[src/design/psw_core_pkg.sv]
/*
 * constants for the status word and instruction side-effect block:
 * register offsets, command codes, flag positions, reset values.
 * assumes a single 32-bit AHB-Lite slave port in front of the block.
 */
package psw_core_pkg;

	// ****************************************
	// widths
	// ****************************************
	localparam int DATA_W = 8;
	localparam int WIDE_W = 16;
	localparam int OFFS_W = 8;
	localparam int OP_W = 4;
	localparam int BSEL_W = 3;
	localparam int DCNT_W = 5;

	// ****************************************
	// register byte offsets
	// ****************************************
	localparam logic [OFFS_W-1:0] OFFS_CMD = 8'h00;
	localparam logic [OFFS_W-1:0] OFFS_OPND_A = 8'h04;
	localparam logic [OFFS_W-1:0] OFFS_OPND_B = 8'h08;
	localparam logic [OFFS_W-1:0] OFFS_STATUS = 8'h0C;
	localparam logic [OFFS_W-1:0] OFFS_RESULT = 8'h10;
	localparam logic [OFFS_W-1:0] OFFS_IRQ_REQ = 8'h14;
	localparam logic [OFFS_W-1:0] OFFS_DIR = 8'h18;
	localparam logic [OFFS_W-1:0] OFFS_BRANCH = 8'h1C;

	// ****************************************
	// command field layout (cmd register)
	// ****************************************
	localparam int CMD_OP_LSB = 0;
	localparam int CMD_BSEL_LSB = 4;

	// ****************************************
	// command codes
	// ****************************************
	localparam logic [OP_W-1:0] OP_ADD_CARRY = 4'h0;
	localparam logic [OP_W-1:0] OP_SUBTRACT_BORROW = 4'h1;
	localparam logic [OP_W-1:0] OP_CARRY_SET = 4'h2;
	localparam logic [OP_W-1:0] OP_CARRY_CLEAR = 4'h3;
	localparam logic [OP_W-1:0] OP_BCD_SET = 4'h4;
	localparam logic [OP_W-1:0] OP_BCD_CLEAR = 4'h5;
	localparam logic [OP_W-1:0] OP_XMODE_SET = 4'h6;
	localparam logic [OP_W-1:0] OP_XMODE_CLEAR = 4'h7;
	localparam logic [OP_W-1:0] OP_PRODUCT = 4'h8;
	localparam logic [OP_W-1:0] OP_QUOTIENT = 4'h9;
	localparam logic [OP_W-1:0] OP_BRANCH_ON_BIT_CLEAR = 4'hA;
	localparam logic [OP_W-1:0] OP_BRANCH_ON_BIT_SET = 4'hB;
	localparam logic [OP_W-1:0] OP_DIR_BIT_TEST = 4'hC;
	localparam logic [OP_W-1:0] OP_MEM_IMMEDIATE_STORE = 4'hD;
	localparam logic [OP_W-1:0] OP_NOP = 4'hF;

	// ****************************************
	// status word bit positions
	// ****************************************
	localparam int PSW_C = 0;
	localparam int PSW_Z = 1;
	localparam int PSW_I = 2;
	localparam int PSW_D = 3;
	localparam int PSW_B = 4;
	localparam int PSW_T = 5;
	localparam int PSW_V = 6;
	localparam int PSW_N = 7;

	// ****************************************
	// reset values and constants
	// ****************************************
	localparam logic [DATA_W-1:0] PSW_RESET = 8'h04;
	localparam logic [DATA_W-1:0] BYTE_ZERO = 8'h00;
	localparam logic [WIDE_W-1:0] WIDE_ZERO = 16'h0000;
	localparam logic [31:0] WORD_ZERO = 32'h0000_0000;
	localparam logic [3:0] BCD_MAX = 4'h9;
	localparam logic [4:0] BCD_ADJ = 5'h06;
	localparam logic [DCNT_W-1:0] DIV_STEPS = 5'h10;
	localparam logic [1:0] HTRANS_NONSEQ = 2'h2;
	localparam logic HRESP_OKAY = 1'b0;

endpackage

[src/design/bcd_digit.sv]
/*
 * one decimal digit of add-with-carry / subtract-with-borrow.
 * assumes valid bcd inputs; carry in/out is "no borrow" when subtracting.
 */
`timescale 1ns/1ns
`default_nettype none
module bcd_digit
	import psw_core_pkg::*;
(
	input wire logic [3:0] a,
	input wire logic [3:0] b,
	input wire logic carry_in,
	input wire logic subtract,
	output logic [3:0] digit,
	output logic carry_out
);
	logic [4:0] raw;

	always_comb begin
		raw = 5'h00;
		digit = 4'h0;
		carry_out = 1'b0;
		if (subtract) begin
			raw = {1'b0, a} - {1'b0, b} - {4'h0, ~carry_in};
			// borrow out of the digit: step back by six
			if (raw[4]) begin
				digit = 4'(raw - BCD_ADJ);
				carry_out = 1'b0;
			end else begin
				digit = raw[3:0];
				carry_out = 1'b1;
			end
		end else begin
			raw = {1'b0, a} + {1'b0, b} + {4'h0, carry_in};
			if (raw > {1'b0, BCD_MAX}) begin
				digit = 4'(raw + BCD_ADJ);
				carry_out = 1'b1;
			end else begin
				digit = raw[3:0];
				carry_out = 1'b0;
			end
		end
	end
endmodule
`default_nettype wire

[src/design/psw_core.sv]
/*
 * status word and instruction side effects of the 8-bit core, run as
 * commands written over an AHB-Lite slave port.
 * assumes one slave on the bus (hready is this block's hreadyout) and
 * whole-word single transfers.
 */
// Operation
// - reset forces the interrupt mask flag to one; other flags cleared to zero.
// - bit tests see a written interrupt request only after one more command.
// - decimal flag makes add and subtract decimal; carry/decimal ops follow.
// - after decimal arithmetic only carry is meaningful; N, V, Z undefined.
// - multiply and divide ignore the index-x flag and decimal flag.
// - multiply and divide leave the whole status word unchanged.
// - direction register reads never return the stored direction value.
`timescale 1ns/1ns
`default_nettype none
module psw_core
	import psw_core_pkg::*;
(
	input wire logic hclk,
	input wire logic hresetn,
	input wire logic hsel,
	input wire logic [31:0] haddr,
	input wire logic [1:0] htrans,
	input wire logic hwrite,
	input wire logic [2:0] hsize,
	input wire logic [31:0] hwdata,
	input wire logic hready,
	input wire logic [DATA_W-1:0] irq_event,
	output logic hreadyout,
	output logic [31:0] hrdata,
	output logic hresp,
	output logic [DATA_W-1:0] processor_status_word,
	output logic [DATA_W-1:0] dir_out
);
	// ****************************************
	// state
	// ****************************************
	typedef enum logic [0:0] {EX_IDLE, EX_DIVIDE} exec_t;

	typedef struct packed {
		logic dp_valid;
		logic dp_write;
		logic [OFFS_W-1:0] dp_addr;
		logic hreadyout;
		logic [31:0] hrdata;
		logic hresp;
		exec_t exec;
		logic [DCNT_W-1:0] div_count;
		logic [DATA_W-1:0] div_rem;
		logic [WIDE_W-1:0] div_dvd;
		logic [DATA_W-1:0] psw;
		logic [WIDE_W-1:0] opnd_a;
		logic [DATA_W-1:0] opnd_b;
		logic [WIDE_W-1:0] result;
		logic [DATA_W-1:0] irq_req;
		logic [DATA_W-1:0] irq_view;
		logic [DATA_W-1:0] dir;
		logic taken;
	} state_t;

	state_t state_reg;
	state_t state_next;

	// ****************************************
	// decimal datapath
	// ****************************************
	logic [OP_W-1:0] wr_op;
	logic op_is_sub;
	logic [3:0] bcd_lo;
	logic [3:0] bcd_hi;
	logic bcd_mid_carry;
	logic bcd_carry;

	assign wr_op = hwdata[CMD_OP_LSB +: OP_W];
	assign op_is_sub = (wr_op == OP_SUBTRACT_BORROW);

	bcd_digit u_bcd_lo (
		.a(state_reg.opnd_a[3:0]),
		.b(state_reg.opnd_b[3:0]),
		.carry_in(state_reg.psw[PSW_C]),
		.subtract(op_is_sub),
		.digit(bcd_lo),
		.carry_out(bcd_mid_carry)
	);

	bcd_digit u_bcd_hi (
		.a(state_reg.opnd_a[7:4]),
		.b(state_reg.opnd_b[7:4]),
		.carry_in(bcd_mid_carry),
		.subtract(op_is_sub),
		.digit(bcd_hi),
		.carry_out(bcd_carry)
	);

	// ****************************************
	// next state
	// ****************************************
	always_comb begin
		logic complete;
		logic accept;
		logic [BSEL_W-1:0] bsel;
		logic [DATA_W:0] bin_sum;
		logic [DATA_W-1:0] b_eff;
		logic [DATA_W:0] rem_shift;
		logic [31:0] rd;
		complete = 1'b0;
		accept = 1'b0;
		bsel = hwdata[CMD_BSEL_LSB +: BSEL_W];
		bin_sum = 9'h000;
		b_eff = BYTE_ZERO;
		rem_shift = 9'h000;
		rd = WORD_ZERO;
		state_next = state_reg;
		state_next.hresp = HRESP_OKAY;
		// hardware request events: set wins over a software write
		state_next.irq_req = state_reg.irq_req | irq_event;

		// iterative divide, restoring, one quotient bit per cycle
		if (state_reg.exec == EX_DIVIDE) begin
			rem_shift = {state_reg.div_rem, state_reg.div_dvd[WIDE_W-1]};
			state_next.div_dvd = {state_reg.div_dvd[WIDE_W-2:0], 1'b0};
			if (rem_shift >= {1'b0, state_reg.opnd_b}) begin
				state_next.div_rem = 8'(rem_shift - {1'b0, state_reg.opnd_b});
				state_next.div_dvd[0] = 1'b1;
			end else begin
				state_next.div_rem = rem_shift[DATA_W-1:0];
			end
			state_next.div_count = state_reg.div_count - 5'h01;
			if (state_reg.div_count == 5'h01) begin
				state_next.exec = EX_IDLE;
				// quotient low, remainder high; psw untouched
				state_next.result = {state_next.div_rem,
					state_next.div_dvd[DATA_W-1:0]};
			end
		end

		complete = state_reg.dp_valid && state_reg.hreadyout;
		if (complete) begin
			state_next.dp_valid = 1'b0;
			state_next.hreadyout = 1'b1;
		end
		if (complete && state_reg.dp_write) begin
			case (state_reg.dp_addr)
				OFFS_CMD: begin
					// the tested view catches up after each command
					state_next.irq_view = state_reg.irq_req;
					case (wr_op)
						OP_ADD_CARRY, OP_SUBTRACT_BORROW: begin
							if (state_reg.psw[PSW_D]) begin
								state_next.result = {BYTE_ZERO, bcd_hi, bcd_lo};
								// n, v, z left as they were
								state_next.psw[PSW_C] = bcd_carry;
							end else begin
								b_eff = op_is_sub ? ~state_reg.opnd_b : state_reg.opnd_b;
								bin_sum = {1'b0, state_reg.opnd_a[DATA_W-1:0]} +
									{1'b0, b_eff} + {8'h00, state_reg.psw[PSW_C]};
								state_next.result = {BYTE_ZERO, bin_sum[DATA_W-1:0]};
								state_next.psw[PSW_C] = bin_sum[DATA_W];
								state_next.psw[PSW_Z] = (bin_sum[DATA_W-1:0] == BYTE_ZERO);
								state_next.psw[PSW_N] = bin_sum[DATA_W-1];
								state_next.psw[PSW_V] =
									(state_reg.opnd_a[DATA_W-1] ^ bin_sum[DATA_W-1]) &
									(b_eff[DATA_W-1] ^ bin_sum[DATA_W-1]);
							end
						end
						// flag ops are correct even straight after arithmetic
						OP_CARRY_SET: state_next.psw[PSW_C] = 1'b1;
						OP_CARRY_CLEAR: state_next.psw[PSW_C] = 1'b0;
						OP_BCD_SET: state_next.psw[PSW_D] = 1'b1;
						OP_BCD_CLEAR: state_next.psw[PSW_D] = 1'b0;
						OP_XMODE_SET: state_next.psw[PSW_T] = 1'b1;
						OP_XMODE_CLEAR: state_next.psw[PSW_T] = 1'b0;
						OP_PRODUCT: begin
							// no t or d term, no psw write
							state_next.result = 16'(state_reg.opnd_a[DATA_W-1:0] *
								state_reg.opnd_b);
						end
						OP_QUOTIENT: begin
							state_next.exec = EX_DIVIDE;
							state_next.div_count = DIV_STEPS;
							state_next.div_rem = BYTE_ZERO;
							state_next.div_dvd = state_reg.opnd_a;
						end
						OP_BRANCH_ON_BIT_CLEAR: begin
							state_next.taken = ~state_reg.irq_view[bsel];
						end
						OP_BRANCH_ON_BIT_SET: begin
							state_next.taken = state_reg.irq_view[bsel];
						end
						// direction storage is not on any read path
						OP_DIR_BIT_TEST: state_next.taken = 1'b0;
						OP_MEM_IMMEDIATE_STORE: begin
							state_next.dir = state_reg.opnd_b;
						end
						default: begin
						end
					endcase
				end
				OFFS_OPND_A: state_next.opnd_a = hwdata[WIDE_W-1:0];
				OFFS_OPND_B: state_next.opnd_b = hwdata[DATA_W-1:0];
				OFFS_STATUS: state_next.psw = hwdata[DATA_W-1:0];
				OFFS_IRQ_REQ: state_next.irq_req = hwdata[DATA_W-1:0] | irq_event;
				OFFS_DIR: state_next.dir = hwdata[DATA_W-1:0];
				default: begin
				end
			endcase
		end

		// one wait state on every transfer; longer while dividing
		if (state_reg.dp_valid && !state_reg.hreadyout &&
			state_reg.exec == EX_IDLE) begin
			case (state_reg.dp_addr)
				OFFS_STATUS: rd = {24'h00_0000, state_reg.psw};
				OFFS_OPND_A: rd = {16'h0000, state_reg.opnd_a};
				OFFS_OPND_B: rd = {24'h00_0000, state_reg.opnd_b};
				OFFS_RESULT: rd = {16'h0000, state_reg.result};
				OFFS_IRQ_REQ: rd = {24'h00_0000, state_reg.irq_req};
				OFFS_DIR: rd = WORD_ZERO;
				OFFS_BRANCH: rd = {31'h0000_0000, state_reg.taken};
				default: rd = WORD_ZERO;
			endcase
			state_next.hrdata = rd;
			state_next.hreadyout = 1'b1;
		end

		accept = hsel && hready && (htrans == HTRANS_NONSEQ);
		if (accept) begin
			state_next.dp_valid = 1'b1;
			state_next.dp_write = hwrite;
			state_next.dp_addr = haddr[OFFS_W-1:0];
			state_next.hreadyout = 1'b0;
		end
	end

	// ****************************************
	// registers
	// ****************************************
	always_ff @(posedge hclk or negedge hresetn) begin
		if (!hresetn) begin
			state_reg <= '{dp_valid: 1'b0, dp_write: 1'b0, dp_addr: 8'h00,
				hreadyout: 1'b1, hrdata: 32'h0000_0000, hresp: 1'b0,
				exec: EX_IDLE, div_count: 5'h00, div_rem: 8'h00,
				div_dvd: 16'h0000, psw: PSW_RESET, opnd_a: 16'h0000,
				opnd_b: 8'h00, result: 16'h0000, irq_req: 8'h00,
				irq_view: 8'h00, dir: 8'h00, taken: 1'b0};
		end else begin
			state_reg <= state_next;
		end
	end

	assign hreadyout = state_reg.hreadyout;
	assign hrdata = state_reg.hrdata;
	assign hresp = state_reg.hresp;
	assign processor_status_word = state_reg.psw;
	assign dir_out = state_reg.dir;

endmodule
`default_nettype wire

[config.mk]
export PLATFORM = sky130hd
export DESIGN_NAME = psw_core
export DESIGN_NICKNAME = d
export VERILOG_FILES = /design/src/design/psw_core_pkg.sv /design/src/design/bcd_digit.sv /design/src/design/psw_core.sv
export SDC_FILE = /design/constraint.sdc
export NUM_CORES = 1
export LEC_CHECK = 0
export ABC_AREA = 1
export BUFFER_PORTS_ARGS = -buffer_cell sky130_fd_sc_hd__buf_2
export CORE_UTILIZATION = 30
export CTS_BUF_LIST = sky130_fd_sc_hd__clkbuf_4 sky130_fd_sc_hd__clkbuf_8
export DETAILED_ROUTE_END_ITERATION = 10
export PLACE_DENSITY_LB_ADDON = 0.3
export SYNTH_ARGS = -nofsm -noshare
export SYNTH_HDL_FRONTEND = slang
export SYNTH_SLANG_ARGS = --single-unit
[constraint.sdc]
create_clock -name hclk -period 4.1 [get_ports hclk]
set_input_delay 0.41 -clock hclk [delete_from_list [all_inputs] [get_ports hclk]]
set_output_delay 0.41 -clock hclk [all_outputs]
set_load 0.05 [all_outputs]
# [Word level (Yosys, flattened, before mapping)]
# Cells that the tools add are included.
[word_totals] regBits=146 out_inout_bits=50
[op_classes] addsub=16 n_mul=1 magnitude_cmp=4 n_eq_ne=28 n_mux=53 n_bitwise=10 reduce_logical=26
[op_table] operator="two-way mux 103 bit" count=1
[op_table] operator="one-hot mux 16 bit (6 select lines)" count=1
[op_table] operator="two-way mux 30 bit" count=3
[op_table] operator="two-way mux 16 bit" count=4
[op_table] operator="two-way mux 8 bit" count=7
[op_table] operator="two-way mux 33 bit" count=1
[op_table] operator="equality test 8 x 5 -> 1 bit, second input constant" count=4
[op_table] operator="one-hot mux 16 bit (2 select lines)" count=1
[op_table] operator="equality test 4 bit, second input constant" count=6
[op_table] operator="two-way mux 4 bit" count=6
[op_table] operator="two-way mux 1 bit" count=17
[op_table] operator="equality test 4 x 3 -> 1 bit, second input constant" count=4
[op_table] operator="equality test 8 x 4 -> 1 bit, second input constant" count=2
[op_table] operator="zero test 8 bit" count=2
[op_table] operator="multiplier 8 x 8 -> 16 bit" count=1
[op_table] operator="OR 8 bit" count=2
[op_table] operator="one-hot mux 8 bit (2 select lines)" count=1
[op_table] operator="AND reduction 3 bit" count=5
[op_table] operator="two-way mux 11 bit" count=1
[op_table] operator="adder 4 x 4 -> 5 bit" count=2
[op_table] operator="adder 5 x 1 -> 5 bit" count=2
[op_table] operator="> comparator 5 x 4 -> 1 bit, second input constant" count=2
[op_table] operator="subtractor 4 x 4 -> 5 bit" count=2
[op_table] operator="subtractor 5 x 1 -> 5 bit" count=2
[op_table] operator="other kinds (35)" count=59

# [Longest topological paths before layout]
[logic_depth] word_depth=14 mapped_depth=34 mapped_depth_nobuf=33

# [By module]
# A second synthesis with hierarchy kept.
[unflattened] cells_unflattened=1590 hier_area_um2=11379.7
[by_module_without_submodules] mod="psw_core" instances=1 cells_per_inst=1386 area_per_inst_um2=10131.0 seq_area_each_um2=3255.6
[by_module_without_submodules] mod="bcd_digit" instances=2 cells_per_inst=102 area_per_inst_um2=624.3 seq_area_each_um2=0.0

# [Least setup slack after synthesis]
# No wires, ideal clock.
[synth_path] kind="register to register" startpoint="register state_reg[50] (netlist bit)" endpoint="register state_reg[38] (netlist bit)" arrival_ns=4.105 setup_slack_ns=-0.125 path_stages_with_launch=16 path_buffers=1 period_less_slack_ns=4.225 path_cell_list="dfrtp_1 clkbuf_1 nand2_1 fa_1 fa_1 inv_1 fa_1 fa_1 ha_1 inv_1 nor3_1 a21oi_1 o21bai_1 a21oi_1 o21ai_0 nand2_1"
[synth_rtl] item="from (decl)" line="psw_core.sv:62" source="state_t state_reg;"
[synth_rtl] item="from (signal assigned)" line="psw_core.sv:241" source="state_reg <= '{dp_valid: 1'b0, dp_write: 1'b0, dp_addr: 8'h00,"
[synth_rtl] item="from (signal assigned)" line="psw_core.sv:248" source="state_reg <= state_next;"

==> summary.md <==
| Metric | Value |
|---|---|
| Clk_skew | 0.0147 ns |
| Hold Path Class | primary input to register |
| Fmax | 0.246 GHz |
| Setup TNS | 0 ns |
| DR WL/cell | 16.1 um |
| Netlist cell types | 57 |
| Slew HR | 29.0% |
| FILL cells | 3699 |
| H-Tree Depth | 4 |
| Worst path cell trace | ha_2 > inv_1 > fa_1 > inv_2 > fa_2 > fa_2 > fa_1 > ha_4 > nand2_4 > nor3_4 > nand3_2 > o2111ai_4 > a21oi_2 > o21ai_1 > buf_4 > nand2_2 |
| Number of global-route vias before repair | 9275 |
| Clock tree buffer depth | 2 |
| Width of the die | 190 um |
| Critical path buffers and inverters | 3 |
| TritonCTS clock tree | yes |
| Final period utilization | 99.0% |
| Asr flop ratio synth | 100% |
| Overflow after GRT | 0 |
| Placed Cells | 1933 |
| Final ANT Viol Nets | 0 |
| Reg clk slew, reported paths | 0.08 ns |
| First-pass GRT wire length | 50300 um |
| CORE AREA | 34700 sq um |
| Largest register FFs | 97 |
| Row Count | 68 |
| Crit-path max cell delay | 0.56 ns |
| DRC viols | 0 |
| Worst-skew pair later-pin latency | 0.47 ns |
| Actual slew at the worst max-slew pin | 1.06 ns |
| Crit path launch type | register |
| Post-Synthesis Cells | 1413 |
| Layout cell share with drive strength beyond 1 | 21.6% |
| CP Capture Type | register |
| CP max-delay cell | fa_2 |
| Leakage | 6.71 nW |
| Yosys warns | 0 |
| First drt pass iteration count | 7 |
| Outcome | finished clean |
| VDD IR-drop max | 0.751 mV |
| TritonCTS buffer count | 17 |
| Ports | 132 |
| Final std cells w/o fill | 1985 |
| Max Cap Viol | 0 |
| Final nets | 1721 |
| Final Hold Viols | 0 |
| Starting DRT DRC Count | 592 |
| Largest net degree at the start of global routing | 67 |
| Die area | 36300 sq um |
| Initial antenna violation count | 0 |
| Number of synthesized register bits | 130 |
| Diode count | 0 |
| Mean Syn Cell Area | 7.54 sq um |
| Delay-heaviest family, CP | adder cells |
| Crit Path Class | register to register |
| Pre-CTS setup slack | -0.188 ns |
| Port bufs | 71 |
| Via count | 9542 |
| Top FF cell, synth | dfrtp_1 |
| Final worst slack | 0.0410 ns |
| Cell area after layout | 12600 sq um |
| Placer Congestion | 0.921 |
| Total track usage | 18.1% |
| Post-layout util | 36.4% |
| Final Power | 10.2 mW |
| Final setup fails | 0 |
| DP HPWL | 24200 um |
| Initial Util | 30.7% |
| Number of flops mapped to enable cells by yosys | 0 |
| CTS Sinks | 130 |
| Syn Std Cell Area | 10700 sq um |
| P&R area growth vs syn | 18.5% |
| Pwr Density | 807 nW/um^2 |
| Critical path data required time | 4.47 ns |
| CTS Root Cell | clkbuf_8 |
| Sequential-to-total area share from yosys stat | 30.6% |
| Crit path arrival time | 4.43 ns |
| Final number of max-transition violations | 0 |
| Die Y-Extent | 190 um |
| Final WL | 31900 um |
| Crit path max fanout | 4 |
| RSZ-0062 raised after global routing | yes |
| Placed cell area | 11600 sq um |
| Routed vias/inst | 4.81 |
| Period minus WS final | 4.06 ns |
| Worst hold slack | 0.138 ns |
==> cell usage in the layout, fill, tap and decap left out, types with 8 or more instances in the layout <==
cell      synthesis  routed
a211oi_1          8       8
a21oi_1          71      62
buf_2             7      70
buf_4            51      83
buf_6             2      12
clkbuf_8          0      18
conb_1            1      17
dfrtp_1         128     121
fa_1             47      36
fa_2              0      11
ha_1             75      64
ha_4              0       8
inv_1           239     224
inv_2             9      23
mux2_2            8       8
nand2_1         331     316
nand2_2           5      16
nand3_1          81      78
nor2_1           43      41
o211ai_1         10      10
o21ai_0         111     104
o21ai_1          25      26
o22ai_1          27      27
or2_2             9       9
xnor2_1          14      13
xor2_1           12      12
==> layer usage <==
layer,part of all wire [%],track usage [%],wire length [um]
met4,1.3,4.52,422
met2,46,29.0,14800
met1,47,25.1,14900
met5,0,0,0
met3,5.5,3.15,1750
==> where the power goes <==
group | switching, mW | internal [mW] | total, mW
Sequential | 0.155 | 1.51 | 1.67
Combinational | 4.10 | 3.20 | 7.30
Clock | 0.595 | 0.635 | 1.23
Total | 4.85 | 5.35 | 10.2
==> tightest hold or removal path, stage by stage <==
cell     delay [ns]
buf_2          0.07
nand2_1        0.04
nand2_1        0.05
==> cells in the mapped netlist (7+ instances only) <==
master    instances  area [sq um]
or2_2             9          56.3
o211ai_1         10          75.1
nor3_1            9          45.0
fa_1             47           941
buf_2             7          35.0
a211oi_1          8          60.1
o22ai_1          27           169
xnor2_1          14           123
ha_1             75           938
nand4_1           7          43.8
a21oi_1          71           355
nand3_1          81           405
dfrtp_1         128          3200
inv_1           239           897
o21ai_1          25           125
mux2_2            8          90.1
nand2_1         331          1240
clkbuf_1         37           139
xor2_1           12           105
buf_4            51           383
o21ai_0         111           556
nor2_1           43           161
inv_2             9          33.8
==> cells by family after synthesis <==
family	share of synthesized area [%]
and+or+nand+nor	20.2
xor gates and xnor gates	2.14
adders and majority gates	17.6
other	0.0352
AOI/OAI and AO/OA	14.1
buffers and inverters	14.4
muxes	0.951
DFF	30.6
==> area by class of cell <==
class	count	area, sq um	area share, %
multi-input cells	949	6280	49.7
flip-flops and latches	130	3260	25.8
repair buffers	167	1140	9.01
inverters	252	952	7.54
well taps	455	569	4.51
clock buffers	19	255	2.02
clock inverters	13	173	1.37
==> timing repair <==
item                                   in CTS  in global routing
pin swaps                                   5                 51
endpoints found under the hold margin      63                  0
resized for setup                          29                 86
buffers inserted                            9                 10
hold buffers                                1                  0
setup endpoints to repair                  10                 12
==> final timing paths <==
| check | start | endpoint | slack [ns] | cells after the start |
|---|---|---|---|---|
| worst max-delay path | state_reg[45] | state_reg[39] | 0.04 | 16 |
| worst min-delay path | haddr[0] | state_reg[137] | 0.14 | 3 |
| worst max register to register | state_reg[45] | state_reg[39] | 0.04 | 16 |
| worst min register to register | state_reg[145] | state_reg[145] | 0.48 | 2 |
| max in group asynchronous | hresetn | hreadyout | 2.61 | 3 |
| min in group asynchronous | hresetn | state_reg[49] | 0.49 | 2 |
(Power assumes the default switching activity.)
